===== config.mk =====
export PLATFORM = sky130hd
export DESIGN_NAME = csseq_top
export DESIGN_NICKNAME = d
export VERILOG_FILES = /design/src/csseq_pkg.sv /design/src/csseq_top.sv
export VERILOG_INCLUDE_DIRS = /design/src
export SDC_FILE = /design/constraint.sdc
export NUM_CORES = 1
export LEC_CHECK = 0
export BUFFER_PORTS_ARGS = -buffer_cell sky130_fd_sc_hd__buf_2
export CORE_MARGIN = 1
export CORE_UTILIZATION = 45
export CTS_CLUSTER_SIZE = 8
export DETAILED_ROUTE_END_ITERATION = 12
export GPL_TIMING_DRIVEN = 0
export PLACE_DENSITY = 0.73
export SLEW_MARGIN = 5
export SYNTH_ARGS = -nofsm -noshare
export SYNTH_HDL_FRONTEND = slang
export SYNTH_SLANG_ARGS = --single-unit

===== constraint.sdc =====
create_clock -name core_clk -period 8.7 [get_ports core_clk]
set_input_delay 0.435 -clock core_clk [delete_from_list [all_inputs] [get_ports core_clk]]
set_output_delay 0.435 -clock core_clk [all_outputs]
set_load 0.02 [all_outputs]

===== src/csseq_defines.svh =====
// constant definitions for the clock generator startup sequencer
`ifndef CSSEQ_DEFINES_SVH
`define CSSEQ_DEFINES_SVH
// ==========================================================
// register byte addresses
`define CSSEQ_ADDR_CTRL    12'h000
`define CSSEQ_ADDR_STATUS  12'h004
`define CSSEQ_ADDR_PINCFG  12'h008
`define CSSEQ_ADDR_PSDIV   12'h00C
`define CSSEQ_ADDR_CHDIV0  12'h010
// ==========================================================
// field positions and values
`define CSSEQ_CTRL_RESTART 0
`define CSSEQ_CTRL_MUTEREL 1
`define CSSEQ_PS_MAX       2'h2
`define CSSEQ_PS_BASE      5'h04
`define CSSEQ_DIV_MIN      14'h0001
`define CSSEQ_RST_PINCFG   10'h000
`define CSSEQ_RST_CHDIV    14'h0001
`define CSSEQ_PAGE_WORDS   4'h8
`define CSSEQ_SYNC_CYCLES  4'h4
`endif


===== src/csseq_pkg.sv =====
// types shared by the clock generator startup sequencer
`default_nettype none
package csseq_pkg;
  // ==========================================================
  // sequencer states, one-hot
  typedef enum logic [6:0] {
    CSSEQ_IDLE  = 7'h01,
    CSSEQ_LOAD  = 7'h02,
    CSSEQ_APPLY = 7'h04,
    CSSEQ_CAL   = 7'h08,
    CSSEQ_LOCK  = 7'h10,
    CSSEQ_SYNC  = 7'h20,
    CSSEQ_RUN   = 7'h40
  } csseq_state_e;

  // page memory read port
  typedef struct packed {
    logic        req;
    logic        page;
    logic [2:0]  addr;
  } csseq_nvm_req_s;

  // block outputs toward the analog blocks
  typedef struct packed {
    logic        cal_start;
    logic        outputs_muted;
    logic        div_sync;
    logic        div_release;
  } csseq_ctl_s;

  // whole state of the sequencer
  typedef struct packed {
    csseq_state_e       st;
    logic [3:0]         widx;
    logic               page;
    logic [9:0]         pincfg;
    logic               mode_serial;
    logic [1:0]         ps_code;
    logic [13:0]        ref_div;
    logic [55:0]        chdiv;
    logic [3:0]         cnt;
    logic               mute_release;
    logic               restart;
    logic [31:0]        prdata;
    logic               pslverr;
    csseq_ctl_s         ctl;
  } csseq_state_s;
endpackage
`default_nettype wire


===== src/csseq_top.sv =====
// startup sequencer: page load, calibration, lock wait, divider sync
//Behaviour
//- stay idle until the power-on-release event has fired
//- copy the selected page to working registers, then apply them
//- page-select pin low loads page 0, high loads page 1
//- keep differential outputs muted through calibration and lock
//- after lock, synchronize all output dividers, then release them
//- first pin is the reset input unless loaded config says otherwise
//- reset input low blocks leaving idle and holds the serial interface in reset
//- with no reset pin assigned, start only from power-on release
//- all five pin functions and directions come from the loaded page
//- loaded page selects pin mode or serial-interface mode
//- channel dividers accept 1 through 16383
//- prescaler code 0 to 2, factor is code plus 4
`timescale 1ns/1ps
`default_nettype none
`include "csseq_defines.svh"
module csseq_top #(
  parameter int NCH = 4
) (
  input  wire logic        core_clk,
  input  wire logic        nrst,
  input  wire logic        por_release,
  input  wire logic        config_page_select,
  input  wire logic        pin0_in,
  output logic             pin0_out,
  output logic             pin0_oe_n,
  input  wire logic        pll_locked,
  input  wire logic        cal_done,
  output csseq_pkg::csseq_nvm_req_s nvm_req,
  input  wire logic [15:0] nvm_rdata,
  input  wire logic        nvm_valid,
  output csseq_pkg::csseq_ctl_s ctl,
  output logic [9:0]       pin_function_config_a,
  output logic             serial_mode,
  output logic             serial_hold,
  output logic [1:0]       vco_prescaler_code,
  output logic [13:0]      reference_predivider,
  output logic [55:0]      channel_output_divider,
  input  wire logic        psel,
  input  wire logic        penable,
  input  wire logic        pwrite,
  input  wire logic [11:0] paddr,
  input  wire logic [31:0] pwdata,
  output logic [31:0]      prdata,
  output logic             pready,
  output logic             pslverr
);
  // ==========================================================
  // reset release and pin synchronisers
  logic [1:0] rst_sync;
  logic       rst_n;
  logic [1:0] por_s, sel_s, hold_s, lock_s;
  always_ff @(posedge core_clk or negedge nrst) begin
    if (!nrst) begin
      rst_sync <= 2'h0;
    end else begin
      rst_sync <= {rst_sync[0], 1'b1};
    end
  end
  assign rst_n = rst_sync[1];

  // every async input passes two flops before use
  always_ff @(posedge core_clk or negedge rst_n) begin
    if (!rst_n) begin
      por_s  <= 2'h0;
      sel_s  <= 2'h0;
      hold_s <= 2'h0;
      lock_s <= 2'h0;
    end else begin
      por_s  <= {por_s[0], por_release};
      sel_s  <= {sel_s[0], config_page_select};
      hold_s <= {hold_s[0], pin0_in};
      lock_s <= {lock_s[0], pll_locked};
    end
  end

  // ==========================================================
  // helpers
  // clamp a divider into the legal range 1..16383
  function automatic logic [13:0] clamp_div(input logic [13:0] v);
    clamp_div = (v < `CSSEQ_DIV_MIN) ? `CSSEQ_DIV_MIN : v;
  endfunction
  // clamp prescaler code to 0..2
  function automatic logic [1:0] clamp_ps(input logic [1:0] v);
    clamp_ps = (v > `CSSEQ_PS_MAX) ? `CSSEQ_PS_MAX : v;
  endfunction

  csseq_pkg::csseq_state_s r, next_r;
  logic reset_pin_active;
  logic hold_active;
  logic apb_wr, apb_rd, apb_setup;

  // first pin is the reset input while its config bits are zero
  assign reset_pin_active = (r.pincfg[1:0] == 2'h0);
  assign hold_active = reset_pin_active && !hold_s[1];
  assign apb_wr = psel && penable && pwrite;
  // reads and errors are decoded in setup so the answer stands in access
  assign apb_rd = psel && !penable && !pwrite;
  assign apb_setup = psel && !penable;

  // ==========================================================
  // sequencer and register file
  always_comb begin
    next_r = r;
    next_r.ctl.cal_start = 1'b0;
    next_r.ctl.div_sync  = 1'b0;
    next_r.restart       = 1'b0;
    case (r.st)
      csseq_pkg::CSSEQ_IDLE: begin
        next_r.ctl.outputs_muted = 1'b1;
        next_r.ctl.div_release   = 1'b0;
        if (por_s[1] && !hold_active) begin
          next_r.page = sel_s[1];
          next_r.widx = 4'h0;
          next_r.st   = csseq_pkg::CSSEQ_LOAD;
        end
      end
      csseq_pkg::CSSEQ_LOAD: begin
        if (nvm_valid) begin
          case (r.widx[2:0])
            3'h0: begin
              next_r.pincfg      = nvm_rdata[9:0];
              next_r.mode_serial = nvm_rdata[15];
            end
            3'h1: next_r.ps_code = clamp_ps(nvm_rdata[1:0]);
            3'h2: next_r.ref_div = clamp_div(nvm_rdata[13:0]);
            3'h3: next_r.chdiv[13:0]  = clamp_div(nvm_rdata[13:0]);
            3'h4: next_r.chdiv[27:14] = clamp_div(nvm_rdata[13:0]);
            3'h5: next_r.chdiv[41:28] = clamp_div(nvm_rdata[13:0]);
            3'h6: next_r.chdiv[55:42] = clamp_div(nvm_rdata[13:0]);
            default: ;
          endcase
          next_r.widx = r.widx + 4'h1;
          if (r.widx == `CSSEQ_PAGE_WORDS - 4'h1) begin
            next_r.st = csseq_pkg::CSSEQ_APPLY;
          end
        end
      end
      csseq_pkg::CSSEQ_APPLY: begin
        // settings now drive the outputs; calibrate only afterwards
        next_r.ctl.cal_start = 1'b1;
        next_r.st = csseq_pkg::CSSEQ_CAL;
      end
      csseq_pkg::CSSEQ_CAL: begin
        if (cal_done) begin
          next_r.st = csseq_pkg::CSSEQ_LOCK;
        end
      end
      csseq_pkg::CSSEQ_LOCK: begin
        if (lock_s[1]) begin
          next_r.cnt = 4'h0;
          next_r.st  = csseq_pkg::CSSEQ_SYNC;
        end
      end
      csseq_pkg::CSSEQ_SYNC: begin
        // hold sync for a few cycles so every divider sees it
        next_r.ctl.div_sync = 1'b1;
        next_r.cnt = r.cnt + 4'h1;
        // compare against the full count so sync stands exactly that many cycles
        if (r.cnt == `CSSEQ_SYNC_CYCLES) begin
          next_r.ctl.div_sync    = 1'b0;
          next_r.ctl.div_release = 1'b1;
          next_r.st = csseq_pkg::CSSEQ_RUN;
        end
      end
      csseq_pkg::CSSEQ_RUN: begin
        next_r.ctl.outputs_muted = !r.mute_release;
        if (!lock_s[1] || r.restart) begin
          next_r.st = csseq_pkg::CSSEQ_IDLE;
        end
      end
      default: next_r.st = csseq_pkg::CSSEQ_IDLE;
    endcase
    // outputs stay muted until run state
    if (r.st != csseq_pkg::CSSEQ_RUN) begin
      next_r.ctl.outputs_muted = 1'b1;
    end
    // apb slave, zero wait states; a write lands at the access edge
    next_r.pslverr = 1'b0;
    if (apb_wr && paddr == `CSSEQ_ADDR_CTRL) begin
      next_r.restart      = pwdata[`CSSEQ_CTRL_RESTART];
      next_r.mute_release = pwdata[`CSSEQ_CTRL_MUTEREL];
    end
    // error flag is decided in setup, so it already stands when pready is seen
    if (apb_setup && pwrite) begin
      case (paddr)
        `CSSEQ_ADDR_CTRL, `CSSEQ_ADDR_STATUS, `CSSEQ_ADDR_PINCFG, `CSSEQ_ADDR_PSDIV: ;
        default: next_r.pslverr = 1'b1;
      endcase
    end
    if (apb_rd) begin
      case (paddr)
        `CSSEQ_ADDR_CTRL:   next_r.prdata = {30'h0, r.mute_release, 1'b0};
        `CSSEQ_ADDR_STATUS: next_r.prdata = {21'h0, r.page, r.mode_serial,
                                             hold_active, 1'b0, 7'(r.st)};
        `CSSEQ_ADDR_PINCFG: next_r.prdata = {22'h0, r.pincfg};
        `CSSEQ_ADDR_PSDIV:  next_r.prdata = {2'h0, r.ref_div, 14'h0, r.ps_code};
        `CSSEQ_ADDR_CHDIV0: next_r.prdata = {18'h0, r.chdiv[13:0]};
        default: begin
          next_r.prdata  = 32'h0;
          next_r.pslverr = 1'b1;
        end
      endcase
    end
  end

  // state register, reset to its start values while rst_n is low
  always_ff @(posedge core_clk or negedge rst_n) begin
    if (!rst_n) begin
      r <= '{st: csseq_pkg::CSSEQ_IDLE, widx: 4'h0, page: 1'b0,
             pincfg: `CSSEQ_RST_PINCFG, mode_serial: 1'b0, ps_code: 2'h0,
             ref_div: `CSSEQ_RST_CHDIV, chdiv: {4{`CSSEQ_RST_CHDIV}}, cnt: 4'h0,
             mute_release: 1'b1, restart: 1'b0, prdata: 32'h0, pslverr: 1'b0,
             ctl: '{cal_start: 1'b0, outputs_muted: 1'b1, div_sync: 1'b0,
                    div_release: 1'b0}};
    end else begin
      r <= next_r;
    end
  end

  // ==========================================================
  // output assignments
  assign nvm_req.req  = (r.st == csseq_pkg::CSSEQ_LOAD);
  assign nvm_req.page = r.page;
  assign nvm_req.addr = r.widx[2:0];
  assign ctl          = r.ctl;
  assign pin_function_config_a  = r.pincfg;
  assign serial_mode            = r.mode_serial;
  assign serial_hold            = hold_active;
  assign vco_prescaler_code     = r.ps_code;
  assign reference_predivider   = r.ref_div;
  assign channel_output_divider = r.chdiv;
  // pin 0 drives a status (run) when configured as output
  assign pin0_oe_n = !(r.pincfg[1:0] == 2'h1);
  assign pin0_out  = (r.st == csseq_pkg::CSSEQ_RUN);
  assign prdata  = r.prdata;
  assign pslverr = r.pslverr;
  assign pready  = 1'b1;

  // ==========================================================
  // assertions
  property p_idle_before_por;
    @(posedge core_clk) disable iff (!rst_n)
      !por_s[1] |-> ##1 (r.st == csseq_pkg::CSSEQ_IDLE);
  endproperty
  a_idle_before_por: assert property (p_idle_before_por)
    else $error("left idle before power-on release");

  property p_page_pick;
    @(posedge core_clk) disable iff (!rst_n)
      (r.st == csseq_pkg::CSSEQ_IDLE && por_s[1] && !hold_active)
        |=> (r.page == $past(sel_s[1]));
  endproperty
  a_page_pick: assert property (p_page_pick)
    else $error("wrong page selected");

  property p_muted_early;
    @(posedge core_clk) disable iff (!rst_n)
      (r.st == csseq_pkg::CSSEQ_CAL || r.st == csseq_pkg::CSSEQ_LOCK)
        |-> r.ctl.outputs_muted;
  endproperty
  a_muted_early: assert property (p_muted_early)
    else $error("outputs unmuted during calibration");

  property p_sync_then_release;
    @(posedge core_clk) disable iff (!rst_n)
      $rose(r.ctl.div_sync) |-> r.ctl.div_sync [*4] ##1 r.ctl.div_release;
  endproperty
  a_sync_then_release: assert property (p_sync_then_release)
    else $error("divider release not after sync");

  property p_hold;
    @(posedge core_clk) disable iff (!rst_n)
      (hold_active && r.st == csseq_pkg::CSSEQ_IDLE)
        |=> r.st == csseq_pkg::CSSEQ_IDLE;
  endproperty
  a_hold: assert property (p_hold)
    else $error("startup not held by reset input");

  property p_div_range;
    @(posedge core_clk) disable iff (!rst_n)
      r.chdiv[13:0] >= `CSSEQ_DIV_MIN && r.chdiv[55:42] >= `CSSEQ_DIV_MIN;
  endproperty
  a_div_range: assert property (p_div_range)
    else $error("channel divider out of range");

  property p_ps_range;
    @(posedge core_clk) disable iff (!rst_n) r.ps_code <= `CSSEQ_PS_MAX;
  endproperty
  a_ps_range: assert property (p_ps_range)
    else $error("prescaler code out of range");

  property p_load_first;
    @(posedge core_clk) disable iff (!rst_n)
      r.ctl.cal_start |-> ($past(r.st) == csseq_pkg::CSSEQ_APPLY) ##1
        (r.st == csseq_pkg::CSSEQ_CAL || r.st == csseq_pkg::CSSEQ_LOCK);
  endproperty
  a_load_first: assert property (p_load_first)
    else $error("calibration before page loaded");

  // divider release only ever follows a sync burst
  property p_release_after_sync;
    @(posedge core_clk) disable iff (!rst_n)
      $rose(r.ctl.div_release) |-> $past(r.ctl.div_sync);
  endproperty
  a_release_after_sync: assert property (p_release_after_sync)
    else $error("divider release without sync");

  // with the pin function moved elsewhere only power-on release gates the start
  property p_start_no_pin;
    @(posedge core_clk) disable iff (!rst_n)
      (r.st == csseq_pkg::CSSEQ_IDLE && por_s[1] && !reset_pin_active)
        |=> r.st == csseq_pkg::CSSEQ_LOAD;
  endproperty
  a_start_no_pin: assert property (p_start_no_pin)
    else $error("start blocked without reset pin");

  // first page word carries the operating mode bit
  property p_mode_load;
    @(posedge core_clk) disable iff (!rst_n)
      (r.st == csseq_pkg::CSSEQ_LOAD && nvm_valid && r.widx == 4'h0)
        |=> serial_mode == $past(nvm_rdata[15]);
  endproperty
  a_mode_load: assert property (p_mode_load)
    else $error("operating mode not taken from page");

  // read data must already stand in the access cycle
  property p_read_answer;
    @(posedge core_clk) disable iff (!rst_n)
      (psel && penable && !pwrite && paddr == `CSSEQ_ADDR_PINCFG)
        |-> prdata == {22'h0, $past(pin_function_config_a)} && !pslverr;
  endproperty
  a_read_answer: assert property (p_read_answer)
    else $error("pin config read data not standing");

  c_load: cover property (@(posedge core_clk) r.st == csseq_pkg::CSSEQ_APPLY);
  c_page1: cover property (@(posedge core_clk) r.st == csseq_pkg::CSSEQ_LOAD && r.page);
  c_run: cover property (@(posedge core_clk) r.st == csseq_pkg::CSSEQ_RUN);
  c_sync: cover property (@(posedge core_clk) r.ctl.div_sync);
  c_bus_error: cover property (@(posedge core_clk) psel && penable && pslverr);
endmodule
`default_nettype wire


After elaboration in Yosys (flattened, before gate mapping)
Index checks and enable logic that the tools add are counted.
Operators by class
  $add $sub $neg: 2
  magnitude comparators: 2
  equality and inequality tests: 28
  mux-type cells: 25
  reduce and logical (&&, ||, !) cells: 37
Operator list (number)
  30-bit case mux with 5 select lines: 1
  7-bit case mux with 7 select lines: 1
  7-bit 2-to-1 mux: 5
  12-bit by 4-bit == test with 1-bit output, second input constant: 2
  3-bit AND reduction: 8
  4-bit case mux with 2 select lines: 2
  14-bit by 1-bit < comparator with 1-bit output, second input constant: 1
  14-bit 2-to-1 mux: 1
  12-bit by 3-bit == test with 1-bit output, second input constant: 1
  12-bit by 5-bit == test with 1-bit output, second input constant: 1
  12-bit logical NOT: 1
  12-bit 2-to-1 mux: 1
  11-bit 2-to-1 mux: 1
  3-bit == test, second input constant: 3
  4-bit by 1-bit adder with 4-bit output, second input constant: 2
  4-bit by 3-bit == test with 1-bit output, second input constant: 2
  1-bit logical AND: 8
  1-bit 2-to-1 mux: 8
  2-bit != test, second input constant: 4
  7-bit by 1-bit == test with 1-bit output, second input constant: 1
  7-bit by 2-bit == test with 1-bit output, second input constant: 1
  7-bit by 3-bit == test with 1-bit output, second input constant: 1
  7-bit by 4-bit == test with 1-bit output, second input constant: 1
  7-bit by 5-bit == test with 1-bit output, second input constant: 1
  21 further kinds: 36
Word-level totals
  register bits: 146
  output and inout port bits: 129

Depth between registers and ports, before layout
Gate-level depths: netlist (run 1).
  depth after elaboration: 6
  gate-level depth with buffers: 7
  depth with buffers taken out: 6

Least setup slack after synthesis (run 1)
Ideal clock, no wire load.
  path kind: register to register
  start point: register r[133] (netlist bit)
  end point: register r, in the netlist channel_output_divider[18]
  arrival time: 1.625 ns
  setup slack: 6.950 ns
  stages on the path, launching flop included: 7
  path buffers: 1
  cell sequence: dfrtp_1 > nor4b_4 > nand2_4 > nor2_8 > nand3_4 > buf_6 > mux2_4
On the way
  word-level cells in the longest chain between the ends: 2
RTL lines
  start, declared: RTL line csseq_top.sv:89  | csseq_pkg::csseq_state_s r, next_r;
  start signal, assigned: RTL line csseq_top.sv:211  | r <= '{st: csseq_pkg::CSSEQ_IDLE, widx: 4'h0, page: 1'b0,
  start signal, assigned: RTL line csseq_top.sv:218  | r <= next_r;
  7-bit by 2-bit == test with 1-bit output: RTL line csseq_top.sv:109  | case (r.st)
  3-bit AND reduction (no line)
Every way passes these cells.
A chain may end at the register's enable or synchronous reset.

Worst setup path after layout (run 1)
  start point: register r, in the netlist pin_function_config_a[0]
  end point: output port serial_hold
On the way
  word-level cells in the longest chain between the ends: 2
RTL lines
  2-bit logical NOT: RTL line csseq_top.sv:95  | assign reset_pin_active = (r.pincfg[1:0] == 2'h0);
  1-bit logical AND: RTL line csseq_top.sv:96  | assign hold_active = reset_pin_active && !hold_s[1];
  end, declared: RTL line csseq_top.sv:36  | output logic serial_hold,
Every way passes these cells.

==> out/results.tsv, run 1 <==
stage	metric	value	unit
clock_tree	clock_latency	0.42	ns
logic_synthesis	synth_flop_cell	dfrtp_1	
sta	rsz0062_at_grt	no	
sta	skew	0.00887	ns
setup_path	slowest_delay	0.56	ns
hold_path	holdPathStages	1	
logic_synthesis	synthesis.area	7100	µm²
setup_path	path_max_fanout	6	
setup_path	critPathKind	flip-flop to output port	
clock_tree	cts_setup_buffers	0	
drt	drt-initial-drc-count	267	
drt	vias	4715	
drt	wire_per_inst	16.4	µm
clock_tree	path_clk_slew	0.06	ns
setup_path	rr_endpoint	reference_predivider[3]$_DFFE_PN0P_	
hold_path	hp-start	pll_locked	
final_layout	final_common_cell	buf_2	
logic_synthesis	postSynthCellCount	577	
hold_path	worstHoldEndpoint	lock_s[0]$_DFF_PN0_	
logic_synthesis	synthTopCellsByArea	dfrtp_1 48%, buf_4 13%, mux2_4 8.5%	
power	power.density	232	nW/µm²
die	dieArea	16300	µm²
setup_path	worstPathCellList	nor3_1 -> buf_2	
clock_tree	cts_tree	yes	
final_layout	final_util	0.578	
drt	viasPerCell	4.77	
power	p_total	2.06	mW
die	die_x	128	µm
clock_tree	cts_root_buf	clkbuf_16	
final_layout	drive_above_1_share	0.560	
clock_tree	cts.sinks	144	
sta	period_share	0.250	
logic_synthesis	synth-seq-cells	144	
sta	fin_tns_setup	0	ns
clock_tree	ctsHoldBuffers	1	
placement	port_buffers	162	
clock_tree	clockBufferDepth	2	
grt	grt_pass1_wl	25.8	mm
drt	drt_wl_total	16.2	mm
logic_synthesis	yosys_warnings	0	
setup_path	worstRegToRegCells	6	
drt	drtPass1Iterations	4	
setup_path	arrival	1.74	ns
placement	dpl.hpwl	11.8	mm
status	status	finished, final reports clean	
clock_tree	htree_levels	4	
sta	setup_viol	0	
die	fp.dieH	128	µm
grt	grt_usage	0.212	
die	core	15300	µm²
clock_tree	cts_buffers	17	
die	num_rows	45	
power	leakagePower	4.90	nW
setup_path	reg2reg_slack	6.72	ns
grt	gr-total-overflow	0	
hold_path	hp-class	primary input to flip-flop	
sta	slew_headroom	0.553	
final_layout	n_fill_cell	1301	
sta	hold_viol	0	
drt	ant_nets	0	
drt	drc	0	
sta	min_period	2.18	ns
logic_synthesis	yosys.area.top_type	dfrtp_1	
setup_path	r2r-start	r[132]$_DFFE_PN0P_	
setup_path	setup.worst_path.start_class	flip-flop	
setup_path	worst_ep_required_time	8.27	ns
sta	worst_pin_slew	0.665	ns
logic_synthesis	synthArstFlopShare	1.00	
power	peakVddDrop	0.146	mV
logic_synthesis	syn_avg_cell_area	12.3	µm²
setup_path	crit_slowest_cell	nor3_1	
die	initial_core_util	0.464	
final_layout	layout-area-overhead-vs-synth	24.6	%
logic_synthesis	yosysSeqAreaShare	0.509	
logic_synthesis	synth-edff-count	0	
sta	slew_viol_final	0	
grt	grt_max_degree	68	
final_layout	diodes	0	
sta	fmax	459	MHz
clock_tree	cts_resized	0	
final_layout	final_nets	843	
setup_path	end_kind	output port	
job	cap_violations	0	
logic_synthesis	synth.distinct_cells	55	
grt	antenna_found_initial	1	
die	pin_count	200	
placement	gp_congestion	0.811	
final_layout	final_cell_mix	164 x buf_2, 135 x dfrtp_1, 123 x buf_4, 46 x mux2_2, 40 x mux2_4	
logic_synthesis	netlist.area_leader.share	0.479	
grt	grt_pass1_vias	4643	
==> cells in the mapped netlist, types with 2 or more instances <==
library cell / instances
o21ai_0: 23
a22oi_1: 9
buf_6: 6
nand2_1: 31
and2_1: 2
nand3_1: 10
nand3_4: 3
nand2b_1: 5
nand3b_1: 2
conb_1: 2
o22ai_1: 3
mux2_4: 40
nor2_1: 19
nor3_1: 6
dfstp_2: 8
dfrtp_1: 136
nand2_2: 2
or3_1: 3
clkbuf_1: 8
nor4_1: 3
o2bb2ai_1: 2
buf_4: 123
nand2_4: 2
xor2_1: 2
mux2_2: 46
a221oi_1: 2
a22o_1: 22
inv_1: 13
o32ai_1: 2
and3_1: 2
ha_1: 7
buf_2: 2
a21oi_1: 4
nor3_2: 2
nor2b_1: 5
==> registers in the layout, indices dropped and copies added, names as in the netlist <==
| name | flops |
|---|---|
| channel_output_divider | 56 |
| prdata | 28 |
| r | 14 |
| reference_predivider | 14 |
| pin_function_config_a | 10 |
| ctl | 4 |
| nvm_req | 4 |
| hold_s | 2 |
| lock_s | 2 |
| por_s | 2 |
| rst_sync | 2 |
| sel_s | 2 |
| vco_prescaler_code | 2 |
| pslverr | 1 |
| serial_mode | 1 |
==> metal layers <==
metal / track usage / routed length, µm / vias up
met2: 0.337 / 7800 / 129
met4: 0.0810 / 406 / 2
met3: 0.0503 / 735 / 32
met5: 0 / 10 / -
li1: - / - / 2252
met1: 0.283 / 7250 / 2300
==> cell families (layout without fill, tap and decap cells) <==
logic type | Yosys count | after routing | share of synthesized area
buf+inv | 152 | 349 | 0.152
flops | 144 | 144 | 0.509
simple gates | 107 | 107 | 0.0888
mux | 87 | 87 | 0.159
compound gates | 76 | 76 | 0.0757
fa+ha+maj | 7 | 7 | 0.0123
other cells | 2 | 6 | 0.00106
xor+xnor | 2 | 2 | 0.00247
==> through the flow <==
| stage | cells | instance area [µm²] | hold slack [ns] | worst slack [ns] |
|---|---|---|---|---|
| 5_1_grt | 989 | 8850 | 0.103 | 6.49 |
| 2_1_floorplan | 581 | 7120 | 0.139 | 4.40 |
| 3_5_place_dp | 956 | 8240 | 0.221 | 6.37 |
| 4_1_cts | 989 | 8850 | 0.105 | 6.51 |
| 3_3_place_gp | 954 | 8190 | 0.221 | 2.72 |
| 6_report | 989 | 8850 | 0.119 | 6.52 |
==> worst max-delay path by stage <==
stage                                                        end  slack (ns)                                 start  cells after the start
after floorplan           channel_output_divider[10]$_DFFE_PN0P_        4.40                 rst_sync[1]$_DFF_PN0_                      0
after global placement                          ctl[1]$_DFF_PN0_        2.72                 rst_sync[1]$_DFF_PN0_                      0
after detailed placement                  prdata[21]$_DFFE_PN0P_        6.37                             paddr[10]                      6
after CTS                                            serial_hold        6.51  pin_function_config_a[0]$_DFFE_PN0P_                      2
after global routing                                 serial_hold        6.49  pin_function_config_a[0]$_DFFE_PN0P_                      2
final                                                serial_hold        6.52  pin_function_config_a[0]$_DFFE_PN0P_                      2
==> power by group <==
group	total [mW]	switching [mW]	leakage, nW	internal, mW
sequential	0.837	0.0896	1.93	0.747
combinational	0.484	0.252	2.68	0.232
clock	0.736	0.305	0.289	0.431
total	2.06	0.647	4.90	1.41
==> layout make-up <==
| type | count | area [µm²] | area share |
|---|---|---|---|
| flip-flops and latches | 144 | 3620 | 0.409 |
| plain buffers | 139 | 1030 | 0.116 |
| clock inverters | 15 | 173 | 0.0195 |
| well taps | 211 | 264 | 0.0298 |
| multi-input cells | 285 | 2420 | 0.274 |
| clock buffers | 17 | 425 | 0.0481 |
| inverters | 13 | 48.8 | 0.00551 |
| repair buffers | 165 | 868 | 0.0981 |
==> critical path, delay by kind of cell (launching register included) <==
| family | cells | cell delay, ns |
|---|---|---|
| AND/OR/NAND/NOR | 1 | 0.56 |
| buffers and inverters | 1 | 0.27 |
| flip-flops | 1 | 0.49 |
Note: power is estimated with default switching activity, not from simulation.
==> run 2: changes to the inputs <==
clock period = 2.03 ns   (was 8.7 ns; I/O delays follow)
==> out/results.tsv, run 2 (synthesis gave the netlist of run 1 again) <==
stage	metric	value	unit	change
grt	grt_usage	0.213		was 0.212
sta	finalWorstSetupSlack	0.0846	ns	was 6.52 ns
clock_tree	cts_buffers	17		unchanged
sta	fmax	514	MHz	
setup_path	critical-path-top-delay-family	simple AND/OR/NAND/NOR gates		unchanged
drt	wire_per_inst	16.5	µm	was 16.4 µm
die	initial_core_util	0.464		unchanged
power	peakVddDrop	0.544	mV	was 0.146 mV
power	power.density	990	nW/µm²	was 232 nW/µm²
hold_path	hp-class	primary input to flip-flop		unchanged
setup_path	slowest_delay	0.45	ns	was 0.56 ns
sta	rsz0062_at_grt	yes		was no
die	pin_count	200		unchanged
setup_path	arrival	2.25	ns	was 1.74 ns
sta	slew_headroom	0.566		was 0.553
clock_tree	path_clk_slew	0.06	ns	about the same
power	pwr-share-comb	0.235		about the same
die	core	15300	µm²	unchanged
sta	setup_viol	0		unchanged
clock_tree	cts.sinks	144		unchanged
drt	drc	0		unchanged
setup_path	worstPathCellList	nor4b_4 -> nand3_1 -> nor2_2 -> nand2_2 -> buf_6 -> mux2_4		was nor3_1 -> buf_2
final_layout	n_fill_cell	1269		was 1301
drt	drt_wl_total	16.6	mm	was 16.2 mm
drt	viasPerCell	4.82		was 4.77
clock_tree	clockBufferDepth	2		unchanged
final_layout	largest_reg_flops	56		unchanged
grt	gr-total-overflow	0		unchanged
power	power_frac_seq	0.400		was 0.407
power	pwr-share-clk	0.365		was 0.358
die	die_x	128	µm	unchanged
power	leakagePower	5.00	nW	was 4.90 nW
die	num_rows	45		unchanged
setup_path	path_buf_inv	1		unchanged
sta	hold_viol	0		unchanged
clock_tree	cts_root_buf	clkbuf_16		unchanged
drt	ant_nets	0		unchanged
clock_tree	cts_tree	yes		unchanged
final_layout	drive_above_1_share	0.557		was 0.560
setup_path	setup.worst_path.start_class	flip-flop		unchanged
sta	worst_pin_slew	0.646	ns	was 0.665 ns
placement	gp_congestion	0.812		was 0.811
drt	vias	4851		was 4715
status	status	finished, final reports clean		unchanged
sta	slew_viol_final	0		unchanged
final_layout	final_nets	860		was 843
clock_tree	clock_latency	0.43	ns	was 0.42 ns
die	fp.dieH	128	µm	unchanged
job	cap_violations	0		unchanged
sta	skew	0.0108	ns	was 0.00887 ns
final_layout	final_cell_mix	164 x buf_2, 133 x dfrtp_1, 127 x buf_4, 46 x mux2_2, 40 x mux2_4		was 164 x buf_2, 135 x dfrtp_1, 123 x buf_4, 46 x mux2_2, 40 x mux2_4
grt	grt_pass1_wl	25.9	mm	was 25.8 mm
grt	antenna_found_initial	0		was 1
power	p_total	8.98	mW	was 2.06 mW
placement	dpl.hpwl	11.6	mm	was 11.8 mm
setup_path	crit_slowest_cell	dfrtp_2		was nor3_1
sta	period_share	0.958		
setup_path	critPathKind	flip-flop to flip-flop		was flip-flop to output port
final_layout	layout-area-overhead-vs-synth	27.7	%	was 24.6%
sta	min_period	1.95	ns	
final_layout	design_area	9070	µm²	was 8850 µm²
placement	port_buffers	162		unchanged
grt	grt_pass1_vias	4792		was 4643
setup_path	worst_ep_required_time	2.33	ns	was 8.27 ns
drt	drtPass1Iterations	4		unchanged
final_layout	finalNonFillerCells	1006		was 989
final_layout	diodes	0		unchanged
placement	dpl_cell_area	8240	µm²	unchanged
power	swShare	0.303		was 0.314
placement	preCtsSetupSlack	0.0216	ns	was 6.37 ns
final_layout	final_common_cell	buf_2		unchanged
setup_path	end_kind	flip-flop		was output port
die	dieArea	16300	µm²	unchanged
grt	grt_max_degree	69		was 68
power	p_int	6.26	mW	was 1.41 mW
drt	drt-initial-drc-count	311		was 267
setup_path	path_max_fanout	10		was 6
power	power.switching	2.73	mW	was 647 µW
clock_tree	htree_levels	4		unchanged
placement	dpl.cell_count	956		unchanged
-- run 2: path summary, 6_finish.rpt --
kind	from	endpoint	slack, ns	cells past startpoint
min	pwrite	r[38]$_DFFE_PN1P_	0.04	3
min reg2reg	rst_sync[1]$_DFF_PN0_	channel_output_divider[19]$_DFFE_PN0P_	0.30	0
max in group asynchronous	rst_sync[1]$_DFF_PN0_	prdata[0]$_DFFE_PN0P_	0.74	2
min in group asynchronous	rst_sync[1]$_DFF_PN0_	channel_output_divider[19]$_DFFE_PN0P_	0.30	0
max	r[133]$_DFFE_PN0P_	reference_predivider[1]$_DFFE_PN0P_	0.08	6
max reg2reg	r[133]$_DFFE_PN0P_	reference_predivider[1]$_DFFE_PN0P_	0.08	6
-- run 2: stage by stage --
step	setup TNS (ns)	utilization	hold slack, ns
2_1_floorplan	0	-	-0.194
3_3_place_gp	-0.503	0.535	-0.112
3_5_place_dp	0	0.538	-0.110
4_1_cts	0	0.588	0.0218
5_1_grt	-0.113	0.592	0.0398
6_report	0	0.592	0.0352
-- run 2: layout make-up --
type,instances,area (µm²),area share
buffer,139,1050,0.116
clock inverter,12,158,0.0174
timing repair buffer,182,1030,0.113
tap,211,264,0.0291
multi-input combinational,285,2440,0.268
sequential,144,3620,0.399
clock buffer,20,467,0.0514
inverter,13,48.8,0.00538
-- run 2: power groups by stage --
| stage | combinational, mW | sequential [mW] | clock, mW |
|---|---|---|---|
| final | 2.11 | 3.59 | 3.28 |
| after detailed placement | 2.08 | 3.63 | 0 |
| after floorplan | 1.51 | 3.52 | 0 |
| after CTS | 2.12 | 3.59 | 3.32 |
| after global routing | 2.27 | 3.64 | 3.45 |
| after global placement | 2.00 | 3.67 | 0 |
-- run 2: tightest hold or removal path: cells and delay by family --
| kind | cells | cell delay (ns) |
|---|---|---|
| simple gates | 1 | 0.06 |
| buf+inv | 1 | 0.12 |
| mux | 1 | 0.14 |
-- run 2: repair_timing --
action	4_1_cts	5_1_grt
buffers inserted	0	4
endpoints found under the hold margin	12	0
resized for setup	0	9
endpoints found under the setup margin	0	49
hold buffers	14	0
-- run 2: metal layers --
layer	vias to the layer above	wire length, µm	track usage
li1	2287	-	-
met4	0	389	0.0983
met1	2396	7510	0.282
met5	-	0	0
met2	139	8040	0.340
met3	29	671	0.0419
==> run 3: changes to the inputs <==
CELL_PAD_IN_SITES_DETAIL_PLACEMENT = 1   (was default)
CELL_PAD_IN_SITES_GLOBAL_PLACEMENT = 1   (was default)
CORE_UTILIZATION = 41   (was 45)
PLACE_DENSITY = 0.83   (was 0.73)
==> out/results.tsv, run 3 (synthesis gave the netlist of run 1 again) <==
stage	metric	value	unit	change
clock_tree	cts_tree	yes		unchanged
sta	period_share	0.989		was 0.958
setup_path	worstRegToRegCells	6		unchanged
grt	grt_max_degree	58		was 69
die	core	16800	µm²	was 15300 µm²
die	dieArea	17900	µm²	was 16300 µm²
sta	hold_viol	0		unchanged
power	power.density	978	nW/µm²	was 990 nW/µm²
power	p_total	8.82	mW	was 8.98 mW
clock_tree	cts_root_buf	clkbuf_16		unchanged
grt	antenna_found_initial	0		unchanged
setup_path	setup.worst_path.start_class	flip-flop		unchanged
power	swShare	0.325		was 0.303
clock_tree	cts_buffers	17		unchanged
die	fp.dieH	134	µm	was 128 µm
final_layout	largest_reg_flops	56		unchanged
drt	drc	0		unchanged
die	pin_count	200		unchanged
sta	skew	0.0167	ns	was 0.0108 ns
hold_path	hp-start	nvm_rdata[10]		was pwrite
hold_path	hp-class	primary input to flip-flop		unchanged
setup_path	rr_endpoint	channel_output_divider[36]$_DFFE_PN0P_		was reference_predivider[1]$_DFFE_PN0P_
die	die_x	134	µm	was 128 µm
power	pwr-share-comb	0.251		was 0.235
drt	drt-initial-drc-count	162		was 311
setup_path	worst_ep_required_time	2.34	ns	was 2.33 ns
grt	grt_pass1_vias	5446		was 4792
placement	dpl.hpwl	14.1	mm	was 11.6 mm
drt	drt_wl_total	19.5	mm	was 16.6 mm
final_layout	final_util	0.538		was 0.592
final_layout	final_cell_mix	164 x buf_2, 133 x dfrtp_1, 127 x buf_4, 46 x mux2_2, 40 x mux2_4		unchanged
setup_path	reg2reg_slack	0.02	ns	was 0.08 ns
sta	worst_hold_slack	0.0126	ns	was 0.0352 ns
final_layout	final_common_cell	buf_2		unchanged
sta	fin_tns_setup	0	ns	unchanged
sta	setup_viol	0		unchanged
status	status	finished, final reports clean		unchanged
final_layout	layout-area-overhead-vs-synth	26.9	%	was 27.7%
clock_tree	clock_latency	0.43	ns	about the same
drt	viasPerCell	4.92		was 4.82
hold_path	worstHoldEndpoint	channel_output_divider[24]$_DFFE_PN0P_		was r[38]$_DFFE_PN1P_
die	initial_core_util	0.424		was 0.464
drt	wire_per_inst	19.3	µm	was 16.5 µm
drt	ant_nets	0		unchanged
placement	gp_congestion	0.814		was 0.812
sta	min_period	2.01	ns	was 1.95 ns
grt	grt_usage	0.230		was 0.213
power	peakVddDrop	0.774	mV	was 0.544 mV
job	cap_violations	0		unchanged
clock_tree	clockBufferDepth	2		unchanged
power	leakagePower	4.96	nW	was 5.00 nW
final_layout	diodes	0		unchanged
final_layout	drive_above_1_share	0.560		was 0.557
die	num_rows	47		was 45
sta	rsz0062_at_grt	yes		unchanged
final_layout	n_fill_cell	1813		was 1269
sta	fmax	498	MHz	was 514 MHz
power	power_frac_seq	0.409		was 0.400
clock_tree	path_clk_slew	0.07	ns	was 0.06 ns
placement	dpl.cell_count	965		was 956
drt	drtPass1Iterations	4		unchanged
hold_path	holdPathStages	2		was 3
final_layout	final_nets	859		was 860
setup_path	r2r-start	r[135]$_DFFE_PN0P_		was r[133]$_DFFE_PN0P_
sta	slew_viol_final	0		unchanged
power	power.switching	2.87	mW	was 2.73 mW
setup_path	end_kind	flip-flop		unchanged
final_layout	finalNonFillerCells	1014		was 1006
setup_path	path_max_fanout	10		unchanged
power	p_int	5.95	mW	was 6.26 mW
clock_tree	cts.sinks	144		unchanged
placement	port_buffers	162		unchanged
grt	gr-total-overflow	0		unchanged
sta	slew_headroom	0.510		was 0.566
setup_path	arrival	2.32	ns	was 2.25 ns
power	pwr-share-clk	0.340		was 0.365
drt	vias	4991		was 4851
sta	worst_pin_slew	0.730	ns	was 0.646 ns
grt	grt_pass1_wl	31.0	mm	was 25.9 mm
clock_tree	htree_levels	4		unchanged
setup_path	critPathKind	flip-flop to flip-flop		unchanged
-- run 3: power groups by stage --
stage / logic, mW / clock network, mW / registers [mW]
2_1_floorplan: 1.51 / 0 / 3.52
3_3_place_gp: 2.01 / 0 / 3.65
3_5_place_dp: 2.12 / 0 / 3.65
4_1_cts: 2.17 / 3.06 / 3.61
5_1_grt: 2.36 / 3.19 / 3.65
6_report: 2.21 / 3.00 / 3.61
-- run 3: repair_timing --
action / in CTS / in global routing
hold buffers: 14 / 0
endpoints found under the setup margin: 10 / 51
pin swaps: 0 / 4
buffers inserted: 0 / 4
resized for setup: 2 / 8
hold endpoints to repair: 12 / 0
-- run 3: worst max-delay path, stage by stage (launching register included) --
cell and delay (ns):
dfrtp_1 0.50, nor3_4 0.34, nand2_4 0.13, nor2_8 0.23, nand3_4 0.15, buf_6 0.22, mux2_4 0.31
-- run 3: worst max-delay path by stage --
| stage | from | endpoint | slack, ns | depth (start not counted) |
|---|---|---|---|---|
| floorplan | r[133]$_DFFE_PN0P_ | channel_output_divider[18]$_DFFE_PN0P_ | 0.28 | 6 |
| global placement | rst_sync[1]$_DFF_PN0_ | r[136]$_DFFE_PN0P_ | 0.07 | 0 |
| finish | r[135]$_DFFE_PN0P_ | channel_output_divider[36]$_DFFE_PN0P_ | 0.02 | 6 |
| global route | r[133]$_DFFE_PN0P_ | reference_predivider[4]$_DFFE_PN0P_ | -0.03 | 6 |
| CTS | r[133]$_DFFE_PN0P_ | channel_output_divider[41]$_DFFE_PN0P_ | 0.01 | 6 |
| detailed placement | r[132]$_DFFE_PN0P_ | reference_predivider[6]$_DFFE_PN0P_ | 0.01 | 6 |
-- run 3: area by class of cell --
type	instances	area [µm²]	share of cell area
Sequential cell	144	3620	0.402
Clock inverter	15	135	0.0150
Inverter	13	48.8	0.00541
Tap cell	220	275	0.0305
Timing Repair Buffer	182	1030	0.114
Multi-Input combinational cell	285	2460	0.273
Buffer	138	1020	0.114
Clock buffer	17	425	0.0472
-- run 3: routing by layer --
| layer | GRT usage | vias to the layer above | routed length [µm] |
|---|---|---|---|
| met4 | 0.0947 | 0 | 475 |
| met1 | 0.286 | 2545 | 8220 |
| li1 | - | 2271 | - |
| met5 | 0 | - | 0 |
| met3 | 0.0445 | 31 | 785 |
| met2 | 0.393 | 144 | 10100 |
-- run 3: per-stage QoR --
stage	worst slack, ns	area [µm²]
finish	0.0218	9010
global route	-0.0284	9010
global placement	0.0714	8210
detailed placement	0.0133	8260
CTS	0.0122	8960
floorplan	0.280	7120
